File: src/tecnt_consts.vh
// Constants for the 16-bit timer/event counter block.
// Assumes inclusion by tecnt_top.v only.
`ifndef TECNT_CONSTS_VH
`define TECNT_CONSTS_VH

// Register byte addresses
`define TECNT_ADDR_COUNT_LOW 4'h0
`define TECNT_ADDR_COUNT_HIGH 4'h4
`define TECNT_ADDR_CONTROL 4'h8
`define TECNT_ADDR_IRQ 4'hC
`define TECNT_ADDR_W 4

// Control register fields
`define TECNT_CTRL_HI_BIT 7
`define TECNT_CTRL_LO_BIT 6
`define TECNT_CTRL_RUN_BIT 4
`define TECNT_CTRL_EDGE_BIT 3
`define TECNT_CTRL_RESET 8'h00

// Interrupt control register fields
`define TECNT_IRQ_EN_BIT 0
`define TECNT_IRQ_FLAG_BIT 1

// Timing
`define TECNT_PRESCALE 2'h3
`define TECNT_FULL 16'hFFFF
`define TECNT_ZERO16 16'h0000
`define TECNT_ZERO8 8'h00

// Bus responses
`define TECNT_RESP_OKAY 2'h0
`define TECNT_RESP_SLVERR 2'h2

`endif

File: src/tecnt_top.v
// 16-bit count-up timer/event counter with AXI4-Lite register access.
// Assumes timer_input_pin asynchronous to aclk; power_down from the core.
//
// Function
// RL1: Mode 01 counts pin edges while running
// RL2: Edge select low rising, high falling
// RL3: Overflow reloads preload, counting continues
// RL4: Overflow sets flag; irq only if enabled
// RL5: Event counting continues during power-down
// RL6: Overflow never wakes the core
// RL7: Mode 11 counts internal divided clock
// RL8: Edge low: falling starts, high stops
// RL9: Edge high: rising starts, low stops
// RL10: Timer and event modes never self-clear run
// RL11: After auto stop, ignore pin until rerun
// RL12: Software selects mode and input direction
// RL13: Pull-high option kept while timer input
// RL14: Pin seen only at next timer tick
// RL15: Counting inhibited during counter read, preload write
// RL16: Run bit is control bit 4
// RL17: Software sets run after mode bits
// RL18: Software loads value before running
// RL19: Mode 10 counts system clock over four
// RL20: Overflow past FFFF; stopped preload loads counter
// RL21: Low byte buffered; high read latches low
// RL22: Pin passes two-stage synchroniser
//
// The AXI4-Lite interface to the registers and the register offsets are this design's own decisions.
`timescale 1ns/10ps
`default_nettype none
`include "tecnt_consts.vh"

module tecnt_top (
    input wire aclk,
    input wire aresetn,
    input wire [3:0] s_axi_awaddr,
    input wire s_axi_awvalid,
    output reg s_axi_awready,
    input wire [31:0] s_axi_wdata,
    input wire [3:0] s_axi_wstrb,
    input wire s_axi_wvalid,
    output reg s_axi_wready,
    output reg [1:0] s_axi_bresp,
    output reg s_axi_bvalid,
    input wire s_axi_bready,
    input wire [3:0] s_axi_araddr,
    input wire s_axi_arvalid,
    output reg s_axi_arready,
    output reg [31:0] s_axi_rdata,
    output reg [1:0] s_axi_rresp,
    output reg s_axi_rvalid,
    input wire s_axi_rready,
    input wire timer_input_pin,
    input wire pull_high_option,
    input wire power_down,
    output reg timer_pin_pull_high,
    output reg timer_irq
);

    // Modes
    localparam [2:0] MODE_OFF = 3'b001;
    localparam [2:0] MODE_TIMER = 3'b010;
    localparam [2:0] MODE_EVENT = 3'b100;

    reg [7:0] control;
    reg timer_irq_enable;
    reg irq_flag;
    reg [15:0] count;
    reg [15:0] preload;
    reg [7:0] low_buffer;
    reg [7:0] low_latch;
    reg pin_meta;
    reg pin_sync;
    reg pin_prev;
    reg pw_active;
    reg [1:0] prescale;
    reg [3:0] aw_addr;
    reg aw_held;
    reg [31:0] w_data;
    reg [3:0] w_strb;
    reg w_held;

    wire mode_select_hi = control[`TECNT_CTRL_HI_BIT];
    wire mode_select_lo = control[`TECNT_CTRL_LO_BIT];
    wire count_run = control[`TECNT_CTRL_RUN_BIT];
    wire edge_select = control[`TECNT_CTRL_EDGE_BIT];
    wire pw_mode = mode_select_hi & mode_select_lo;

    // Mode decode, used by the counting logic only
    function [2:0] mode_of;
        input hi;
        input lo;
        begin
            case ({hi, lo})
                2'b10: mode_of = MODE_TIMER;
                2'b01: mode_of = MODE_EVENT;
                2'b11: mode_of = MODE_TIMER;
                default: mode_of = MODE_OFF;
            endcase
        end
    endfunction

    wire [2:0] mode = mode_of(mode_select_hi, mode_select_lo);

    // Bus write and read decode
    wire wr_go = aw_held & w_held & ~s_axi_bvalid;
    wire wr_low = wr_go & (aw_addr == `TECNT_ADDR_COUNT_LOW) & w_strb[0];
    wire wr_high = wr_go & (aw_addr == `TECNT_ADDR_COUNT_HIGH) & w_strb[0];
    wire wr_ctrl = wr_go & (aw_addr == `TECNT_ADDR_CONTROL) & w_strb[0];
    wire wr_irq = wr_go & (aw_addr == `TECNT_ADDR_IRQ) & w_strb[0];
    wire rd_go = s_axi_arvalid & s_axi_arready;
    wire rd_count = rd_go & ((s_axi_araddr == `TECNT_ADDR_COUNT_LOW) |
        (s_axi_araddr == `TECNT_ADDR_COUNT_HIGH));

    // Edge and level of the synchronised pin
    wire pin_rise = pin_sync & ~pin_prev;
    wire pin_fall = ~pin_sync & pin_prev;
    wire active_edge = edge_select ? pin_fall : pin_rise; // RL2
    wire start_edge = edge_select ? pin_rise : pin_fall;
    wire pw_idle_level = edge_select ? 1'b0 : 1'b1;

    // Internal tick is system clock over four
    wire tick = (prescale == `TECNT_PRESCALE); // RL19

    // Counting clock gated by bus access to counter
    wire inhibit = rd_count | wr_high; // RL15

    reg next_inc;
    reg next_pw_stop;
    always @* begin
        next_inc = 1'b0;
        next_pw_stop = 1'b0;
        if (count_run && !inhibit) begin
            case (mode)
                MODE_EVENT: next_inc = active_edge; // RL1 RL5
                MODE_TIMER: begin
                    if (!pw_mode) begin
                        next_inc = tick; // RL19
                    end else if (pw_active && tick) begin
                        // Pin sampled only on timer ticks
                        if (pin_sync == pw_idle_level) begin // RL14
                            next_pw_stop = 1'b1; // RL8 RL9
                        end else begin
                            next_inc = 1'b1; // RL7
                        end
                    end
                end
                default: next_inc = 1'b0;
            endcase
        end
    end

    wire overflow = next_inc & (count == `TECNT_FULL); // RL20

    // Synchroniser for the asynchronous pin
    always @(posedge aclk) begin
        if (!aresetn) begin
            pin_meta <= 1'b1;
            pin_sync <= 1'b1;
            pin_prev <= 1'b1;
        end else begin
            pin_meta <= timer_input_pin; // RL22
            pin_sync <= pin_meta; // RL22
            pin_prev <= pin_sync;
        end
    end

    // Prescaler free-runs
    always @(posedge aclk) begin
        if (!aresetn) begin
            prescale <= 2'h0;
        end else begin
            prescale <= prescale + 2'h1;
        end
    end

    // Pulse width arm: start edge opens measurement
    always @(posedge aclk) begin
        if (!aresetn) begin
            pw_active <= 1'b0;
        end else if (!pw_mode || !count_run || next_pw_stop) begin
            pw_active <= 1'b0; // RL11
        end else if (start_edge) begin
            pw_active <= 1'b1; // RL8 RL9
        end
    end

    // Control register; only pulse width mode self-clears run
    always @(posedge aclk) begin
        if (!aresetn) begin
            control <= `TECNT_CTRL_RESET;
        end else if (wr_ctrl) begin
            control <= w_data[7:0]; // RL16
        end else if (next_pw_stop) begin
            control[`TECNT_CTRL_RUN_BIT] <= 1'b0; // RL8 RL9 RL10
        end
    end

    // Interrupt control: set wins over software clear
    always @(posedge aclk) begin
        if (!aresetn) begin
            timer_irq_enable <= 1'b0;
            irq_flag <= 1'b0;
        end else begin
            if (wr_irq) begin
                timer_irq_enable <= w_data[`TECNT_IRQ_EN_BIT];
            end
            if (overflow) begin
                irq_flag <= 1'b1; // RL4
            end else if (wr_irq) begin
                irq_flag <= w_data[`TECNT_IRQ_FLAG_BIT];
            end
        end
    end

    // Irq independent of power_down, no wake output
    always @(posedge aclk) begin
        if (!aresetn) begin
            timer_irq <= 1'b0;
            timer_pin_pull_high <= 1'b0;
        end else begin
            timer_irq <= irq_flag & timer_irq_enable; // RL4 RL6
            timer_pin_pull_high <= pull_high_option; // RL13
        end
    end

    // Preload, low buffer and counter
    always @(posedge aclk) begin
        if (!aresetn) begin
            count <= `TECNT_ZERO16;
            preload <= `TECNT_ZERO16;
            low_buffer <= `TECNT_ZERO8;
        end else begin
            if (wr_low) begin
                low_buffer <= w_data[7:0]; // RL21
            end
            if (wr_high) begin
                preload <= {w_data[7:0], low_buffer}; // RL21
            end
            if (wr_high && !count_run) begin
                count <= {w_data[7:0], low_buffer}; // RL20
            end else if (overflow) begin
                count <= preload; // RL3
            end else if (next_inc) begin
                count <= count + 16'h0001;
            end
        end
    end

    // AXI write channel capture
    always @(posedge aclk) begin
        if (!aresetn) begin
            aw_held <= 1'b0;
            w_held <= 1'b0;
            aw_addr <= 4'h0;
            w_data <= 32'h00000000;
            w_strb <= 4'h0;
            s_axi_awready <= 1'b0;
            s_axi_wready <= 1'b0;
            s_axi_bvalid <= 1'b0;
            s_axi_bresp <= `TECNT_RESP_OKAY;
        end else begin
            s_axi_awready <= ~aw_held & ~s_axi_awready;
            s_axi_wready <= ~w_held & ~s_axi_wready;
            if (s_axi_awvalid && s_axi_awready) begin
                aw_held <= 1'b1;
                aw_addr <= s_axi_awaddr;
                s_axi_awready <= 1'b0;
            end
            if (s_axi_wvalid && s_axi_wready) begin
                w_held <= 1'b1;
                w_data <= s_axi_wdata;
                w_strb <= s_axi_wstrb;
                s_axi_wready <= 1'b0;
            end
            if (wr_go) begin
                s_axi_bvalid <= 1'b1;
                s_axi_bresp <= (aw_addr[1:0] != 2'h0) ?
                    `TECNT_RESP_SLVERR : `TECNT_RESP_OKAY;
            end
            if (s_axi_bvalid && s_axi_bready) begin
                s_axi_bvalid <= 1'b0;
                aw_held <= 1'b0;
                w_held <= 1'b0;
            end
        end
    end

    // AXI read channel
    always @(posedge aclk) begin
        if (!aresetn) begin
            s_axi_arready <= 1'b0;
            s_axi_rvalid <= 1'b0;
            s_axi_rdata <= 32'h00000000;
            s_axi_rresp <= `TECNT_RESP_OKAY;
            low_latch <= `TECNT_ZERO8;
        end else begin
            s_axi_arready <= ~s_axi_rvalid & ~s_axi_arready;
            if (rd_go) begin
                s_axi_arready <= 1'b0;
                s_axi_rvalid <= 1'b1;
                s_axi_rresp <= `TECNT_RESP_OKAY;
                case (s_axi_araddr)
                    `TECNT_ADDR_COUNT_LOW:
                        s_axi_rdata <= {24'h000000, low_latch}; // RL21
                    `TECNT_ADDR_COUNT_HIGH: begin
                        s_axi_rdata <= {24'h000000, count[15:8]};
                        low_latch <= count[7:0]; // RL21
                    end
                    `TECNT_ADDR_CONTROL:
                        s_axi_rdata <= {24'h000000, control};
                    `TECNT_ADDR_IRQ:
                        s_axi_rdata <= {30'h00000000, irq_flag,
                            timer_irq_enable};
                    default: begin
                        s_axi_rdata <= 32'h00000000;
                        s_axi_rresp <= `TECNT_RESP_SLVERR;
                    end
                endcase
            end else if (s_axi_rvalid && s_axi_rready) begin
                s_axi_rvalid <= 1'b0;
            end
        end
    end

endmodule
`default_nettype wire

File: config.mk
export PLATFORM = sky130hd
export DESIGN_NAME = tecnt_top
export DESIGN_NICKNAME = d
export VERILOG_FILES = /design/src/tecnt_top.v
export VERILOG_INCLUDE_DIRS = /design/src
export SDC_FILE = /design/constraint.sdc
export NUM_CORES = 1
export LEC_CHECK = 0
export CORE_MARGIN = 4
export CORE_UTILIZATION = 65
export CTS_BUF_LIST = sky130_fd_sc_hd__clkbuf_16
export CTS_CLUSTER_SIZE = 28
export DETAILED_ROUTE_END_ITERATION = 12
export DONT_BUFFER_PORTS = 1
export PLACE_DENSITY = 0.81
export SLEW_MARGIN = 5
export SYNTH_ARGS = -nofsm -noshare
export SYNTH_HDL_FRONTEND = slang
export SYNTH_SLANG_ARGS = --single-unit
File: constraint.sdc
create_clock -name aclk -period 2.7 [get_ports aclk]
set_input_delay 0.405 -clock aclk [delete_from_list [all_inputs] [get_ports aclk]]
set_output_delay 0.405 -clock aclk [all_outputs]
set_load 0.05 [all_outputs]
-- After elaboration in Yosys (flattened, before gate mapping)
Index checks and enable logic that the tools add are counted.
Widths: inputs -> output; s select.
- register bits after elaboration: 122
- word-level logic and storage cells: 129
- $add $sub $neg: 2
- equality and inequality tests: 14
- muxes and demuxes: 26
- bitwise logic cells: 32
- reductions and logical operators: 27
- operators with widths (cell ; count):
    $mux 16 ; 3
    $pmux 8 s4 ; 1
    $and 1x1->1 ; 20
    $mux 1 ; 18
    $add 16x1->16 const B ; 1
    $eq 16x16->1 const B ; 1
    $eq 4x4->1 const B ; 4
    $reduce_or 2->1 ; 6
    $not 1->1 ; 10
    $eq 4x3->1 const B ; 2
    $logic_not 4->1 ; 2
    $reduce_bool 2->1 ; 4
    $logic_and 1x1->1 ; 7
    $eq 2x2->1 const B ; 3
    $pmux 3 s2 ; 1
    $mux 2 ; 2
    $reduce_or 4->1 ; 1
    $eq 3x2->1 const B ; 1
    $eq 3x3->1 const B ; 1
    $logic_not 1->1 ; 3
    $reduce_bool 3->1 ; 1
    $add 2x1->2 const B ; 1
    $eq 2x1->1 const B ; 1
    $logic_or 1x1->1 ; 2
    other kinds (4) ; 5

-- Logic depth before layout (Yosys ltp)
- depth in word-level cells: 11
- depth in mapped cells: 8
- gate-level depth less buffers: 6

-- Worst setup path before layout
No wires, ideal clock.
- path type: register -> register
- start: register s_axi_bvalid
- end: register preload[10]
- data arrival time: 1.798 ns
- required time: 2.572 ns
- path slack: 0.774 ns
- cell stages (with the launch flop): 7
- clock period less this slack: 1.926 ns
- path through: dfxtp_1 -> and3b_1 -> nand4b_1 -> buf_2 -> buf_2 -> mux2i_1 -> nor2_1
- word-level cells in the longest chain between the ends: 4
- RTL lines (item ; RTL line ; source):
    from (decl) ; tecnt_top.v:44 ; output reg s_axi_bvalid,
    from (signal assigned) ; tecnt_top.v:260 ; s_axi_bvalid <= 1'b0;
    from (signal assigned) ; tecnt_top.v:277 ; s_axi_bvalid <= 1'b1;
    from (signal assigned) ; tecnt_top.v:282 ; s_axi_bvalid <= 1'b0;
    $not 1->1 ; tecnt_top.v:106 ; wire wr_go = aw_held & w_held & ~s_axi_bvalid;
    $and 1x1->1 ; tecnt_top.v:106 ;
    $and 1x1->1 (2 in series) ; tecnt_top.v:108 ; wire wr_high = wr_go & (aw_addr == `TECNT_ADDR_COUNT_HIGH) & w_strb[0];
    to (signal assigned) ; tecnt_top.v:231 ; preload <= `TECNT_ZERO16;
    to (signal assigned) ; tecnt_top.v:238 ; preload <= {w_data[7:0], low_buffer};
    to (decl) ; tecnt_top.v:69 ; reg [15:0] preload;
No other way between the ends.
A chain may end at the register's enable or synchronous reset.

-- Worst setup path after layout
- start: register prescale[0]
- end: register count[4]
- word-level cells in the longest chain between the ends: 9
- elaborated cells between the ends (all ways): 10
- those cells by class: 1 x eq/ne; 6 x mux; 1 x bitwise; 2 x reduce/logical
- RTL lines (item ; RTL line ; source):
    from (decl) ; tecnt_top.v:76 ; reg [1:0] prescale;
    from (signal assigned) ; tecnt_top.v:173 ; prescale <= prescale + 2'h1;
    $eq 2x2->1 (no source line) * ; n/a ;
    $logic_and 1x1->1 ; tecnt_top.v:139 ; end else if (pw_active && tick) begin
    $mux 1 ; tecnt_top.v:139 ;
    $mux 1 * ; tecnt_top.v:137 ; if (!pw_mode) begin
    $pmux 1 s2 * ; tecnt_top.v:134 ; case (mode)
    $mux 1 * ; tecnt_top.v:133 ; if (count_run && !inhibit) begin
    $and 1x1->1 ; tecnt_top.v:153 ; wire overflow = next_inc & (count == `TECNT_FULL);
    $mux 16 ; tecnt_top.v:242 ; end else if (overflow) begin
    $mux 16 ; tecnt_top.v:240 ; if (wr_high && !count_run) begin
    to (signal assigned) ; tecnt_top.v:241 ; count <= {w_data[7:0], low_buffer};
    to (signal assigned) ; tecnt_top.v:243 ; count <= preload;
    to (signal assigned) ; tecnt_top.v:245 ; count <= count + 16'h0001;
    to (decl) ; tecnt_top.v:68 ; reg [15:0] count;
Mark *: on every way between the ends. The rest lies on a longest branch, timed or not.

==> results.sh <==
export IMPL_status="finished clean"
export IMPL_routed_via_count=3403
export IMPL_synth_xor_area_share_pct=2.61
export IMPL_drt_total_wl_um=9670
export IMPL_crit_cells=7
export IMPL_use_met2_pct=40.0
export IMPL_antenna_found_initial=0
export IMPL_grt_use_met3_pct=4.59
export IMPL_areaGrowthSynthToFinish_pct=6.58
export IMPL_synth_fa_ha_area_share_pct=0.573
export IMPL_place_ws_ns=0.378
export IMPL_crit_arrival_ns=2.61
export IMPL_die_height_um=90
export IMPL_syn_instance_count=491
export IMPL_grt_pass1_vias=3165
export IMPL_fmax_ghz=0.417
export IMPL_synth_top_family_by_area="simple AND/OR/NAND/NOR gates"
export IMPL_cp_num_buf_inv=1
export IMPL_hold_class="primary input to flop"
export IMPL_p_per_area_nw_per_um2=661
export IMPL_yosys_warnings=0
export IMPL_overflow=0
export IMPL_path_max_fanout=23
export IMPL_synthSimpleGateAreaFrac_pct=21.2
export IMPL_p_leak_nw=1.95
export IMPL_slew_violations=0
export IMPL_numCtsBuffers=9
export IMPL_grt_busiest_layer="met2"
export IMPL_synth_mux_area_share_pct=13.2
export IMPL_finalCritPeriodShare_pct=88.8
export IMPL_met1_usage_pct=30.7
export IMPL_num_antenna_cells=0
export IMPL_dpl_cell_area_sq_um=4310
export IMPL_min_path_cells=1
export IMPL_clkTransAtPathRegs_ns=0.06
export IMPL_cp_required_ns=2.91
export IMPL_grt_total_usage_pct=23.8
export IMPL_synth_edf_count=0
export IMPL_ys_seq_area_share_pct=44.0
export IMPL_endpoint_kind="flop"
export IMPL_drive_above_1_share_pct=6.39
export IMPL_cp_start_kind="flop"
export IMPL_cts_sinks=96
export IMPL_drt_initial_drc_count=328
export IMPL_dp_cells=546
export IMPL_synth_most_common_cell="dfxtp_1"
export IMPL_clockRootBuffer="clkbuf_16"
export IMPL_clockBufferDepth=2
export IMPL_h_tree_depth=3
export IMPL_pin_count=97
export IMPL_synth_async_reset_ratio_pct=0
export IMPL_dieArea_sq_um=8100
export IMPL_coreArea_sq_um=6420
export IMPL_grt_first_pass_wirelength_um=15700
export IMPL_clk_latency_ns=0.34
export IMPL_first_pass_iters=5
export IMPL_tritoncts="done"
export IMPL_dpl_hpwl_um=6600
export IMPL_yosys_most_used_dff="dfxtp_1"
export IMPL_setup_viol=0
export IMPL_synth_seq_cells=96
export IMPL_cp_slowest_stage_delay_ns=0.87
export IMPL_slowest_stage="o2111ai_2"
export IMPL_reg2reg_depth=7
export IMPL_die_w_um=90
export IMPL_fin_nets=536
export IMPL_rsz0062_at_grt="no"
export IMPL_cp_top_family="compound AO/OA/AOI/OAI gates"
export IMPL_post_route_drc_count=0
export IMPL_port_buffers=0
export IMPL_start_util_pct=68.0
export IMPL_synth_compound_area_share_pct=10.7
export IMPL_synth_area_leaders="dfxtp_1, mux2i_1, nor2_1, buf_4, nand2_1"
export IMPL_synth_cell_types=44
export IMPL_yosysTopAreaCellShare_pct=44.0
export IMPL_drt_wirelength_per_cell_um=17.2
export IMPL_num_fill_cells=482
export IMPL_syn_cell_area_sq_um=4370
export IMPL_yosys_top_cells_count="dfxtp_1, nor2_1, mux2i_1"
export IMPL_grt_max_degree=47
export IMPL_design_area_sq_um=4660
export IMPL_gp_congestion=0.929
export IMPL_critical_path_class="flop to flop"
export IMPL_ir_worst_vdd_mv=0.489
export IMPL_synth_area_leader_cell="dfxtp_1"
export IMPL_viasPerCell=6.06
export IMPL_cts_resized=0
export IMPL_post_cts_buffers=0
export IMPL_postRouteAntennaNets=0
export IMPL_cts_hold_buffers=0
export IMPL_avgSynthCellArea_sq_um=8.90
export IMPL_totalNegativeSetupSlack_ns=0
export IMPL_fin_ws_ns=0.303
export IMPL_min_period_ns=2.40
export IMPL_hold_violations=0
export IMPL_crit_path_cell_trace="ha_1, and3_1, o2bb2ai_1, o2111ai_2, buf_4, a2bb2oi_1, a21oi_1"
export IMPL_cap_violations=0
export IMPL_rows=29
export IMPL_slew_headroom_pct=28.0
export IMPL_fin_skew_ns=0.00600
export IMPL_worst_pin_slew_ns=1.08
export IMPL_final_cells=562
-- worst paths after layout --
path                               start                    end  slack, ns
setup reg to reg  prescale[0]$_SDFF_PN0_  count[4]$_SDFFE_PN0P_       0.30
setup / recovery  prescale[0]$_SDFF_PN0_  count[4]$_SDFFE_PN0P_       0.30
hold reg to reg      pin_meta$_SDFF_PN1_    pin_sync$_SDFF_PN1_       0.43
hold / removal                   aresetn    pin_meta$_SDFF_PN1_       0.14
-- cell type report --
class,count,area [sq um],area share (%)
Tap cell,77,96.3,2.07
Sequential cell,96,1920,41.3
Clock inverter,7,119,2.55
Clock buffer,9,225,4.83
Multi-Input combinational cell,360,2210,47.4
Timing Repair Buffer,10,75.1,1.61
Inverter,3,11.3,0.242
-- sequential cells by signal, summed over array words and instances, names as in the netlist, 2 cells and up --
register / cells
low_buffer: 8
aw_addr: 4
s_axi_rdata: 8
count: 16
preload: 16
low_latch: 8
prescale: 2
w_data: 8
control: 8
-- logic make-up after synthesis --
| group | count (synthesis) |
|---|---|
| AO/OA/AOI/OAI | 73 |
| XOR/XNOR | 13 |
| AND/OR/NAND/NOR | 191 |
| adder cells (fa/ha/maj) | 2 |
| buffers and inverters | 60 |
| other | 1 |
| multiplexers | 55 |
| flip-flops | 96 |
-- cell usage in the layout, fill, tap and decap left out, types with 2 or more instances in the layout --
cell type,n
a2bb2oi_1,3
inv_1,2
o211ai_1,5
nor2_1,58
clkinvlp_4,2
mux2i_1,53
and2_1,8
nor3_1,7
nand3b_1,3
bufinv_16,3
dfxtp_1,96
nand2_1,51
and3b_1,2
clkbuf_16,9
nand2b_1,9
nand4_1,13
xor2_1,9
a31oi_1,9
ha_1,2
and4_1,5
a211o_1,3
conb_1,26
xnor2_1,4
and3_1,6
nor3b_1,3
a21o_1,4
a21oi_1,27
mux4_2,2
a22oi_1,8
o21ai_0,7
buf_4,10
nand3_1,20
nor2b_1,2
-- routing by layer --
layer | vias up | wire length, um
li1 | 1641 | -
met1 | 1602 | 4210
met2 | 142 | 4630
met3 | 18 | 692
met4 | 0 | 144
met5 | - | 0
-- where the power goes --
part | leakage (nW) | internal, mW | switching (mW)
Combinational | 1.01 | 0.0288 | 0.130
Clock | 0.162 | 0.906 | 0.528
Sequential | 0.777 | 1.44 | 0.0480
-- metrics by stage --
step,util [%],total power [mW],hold slack (ns)
6_report,72.5,3.08,0.144
5_1_grt,72.5,3.17,0.146
4_1_cts,72.5,3.09,0.136
3_5_place_dp,67.2,1.68,0.400
3_3_place_gp,67.2,1.67,0.392
2_1_floorplan,-,1.69,0.386
No activity file was read; power rests on OpenSTA's default activity.
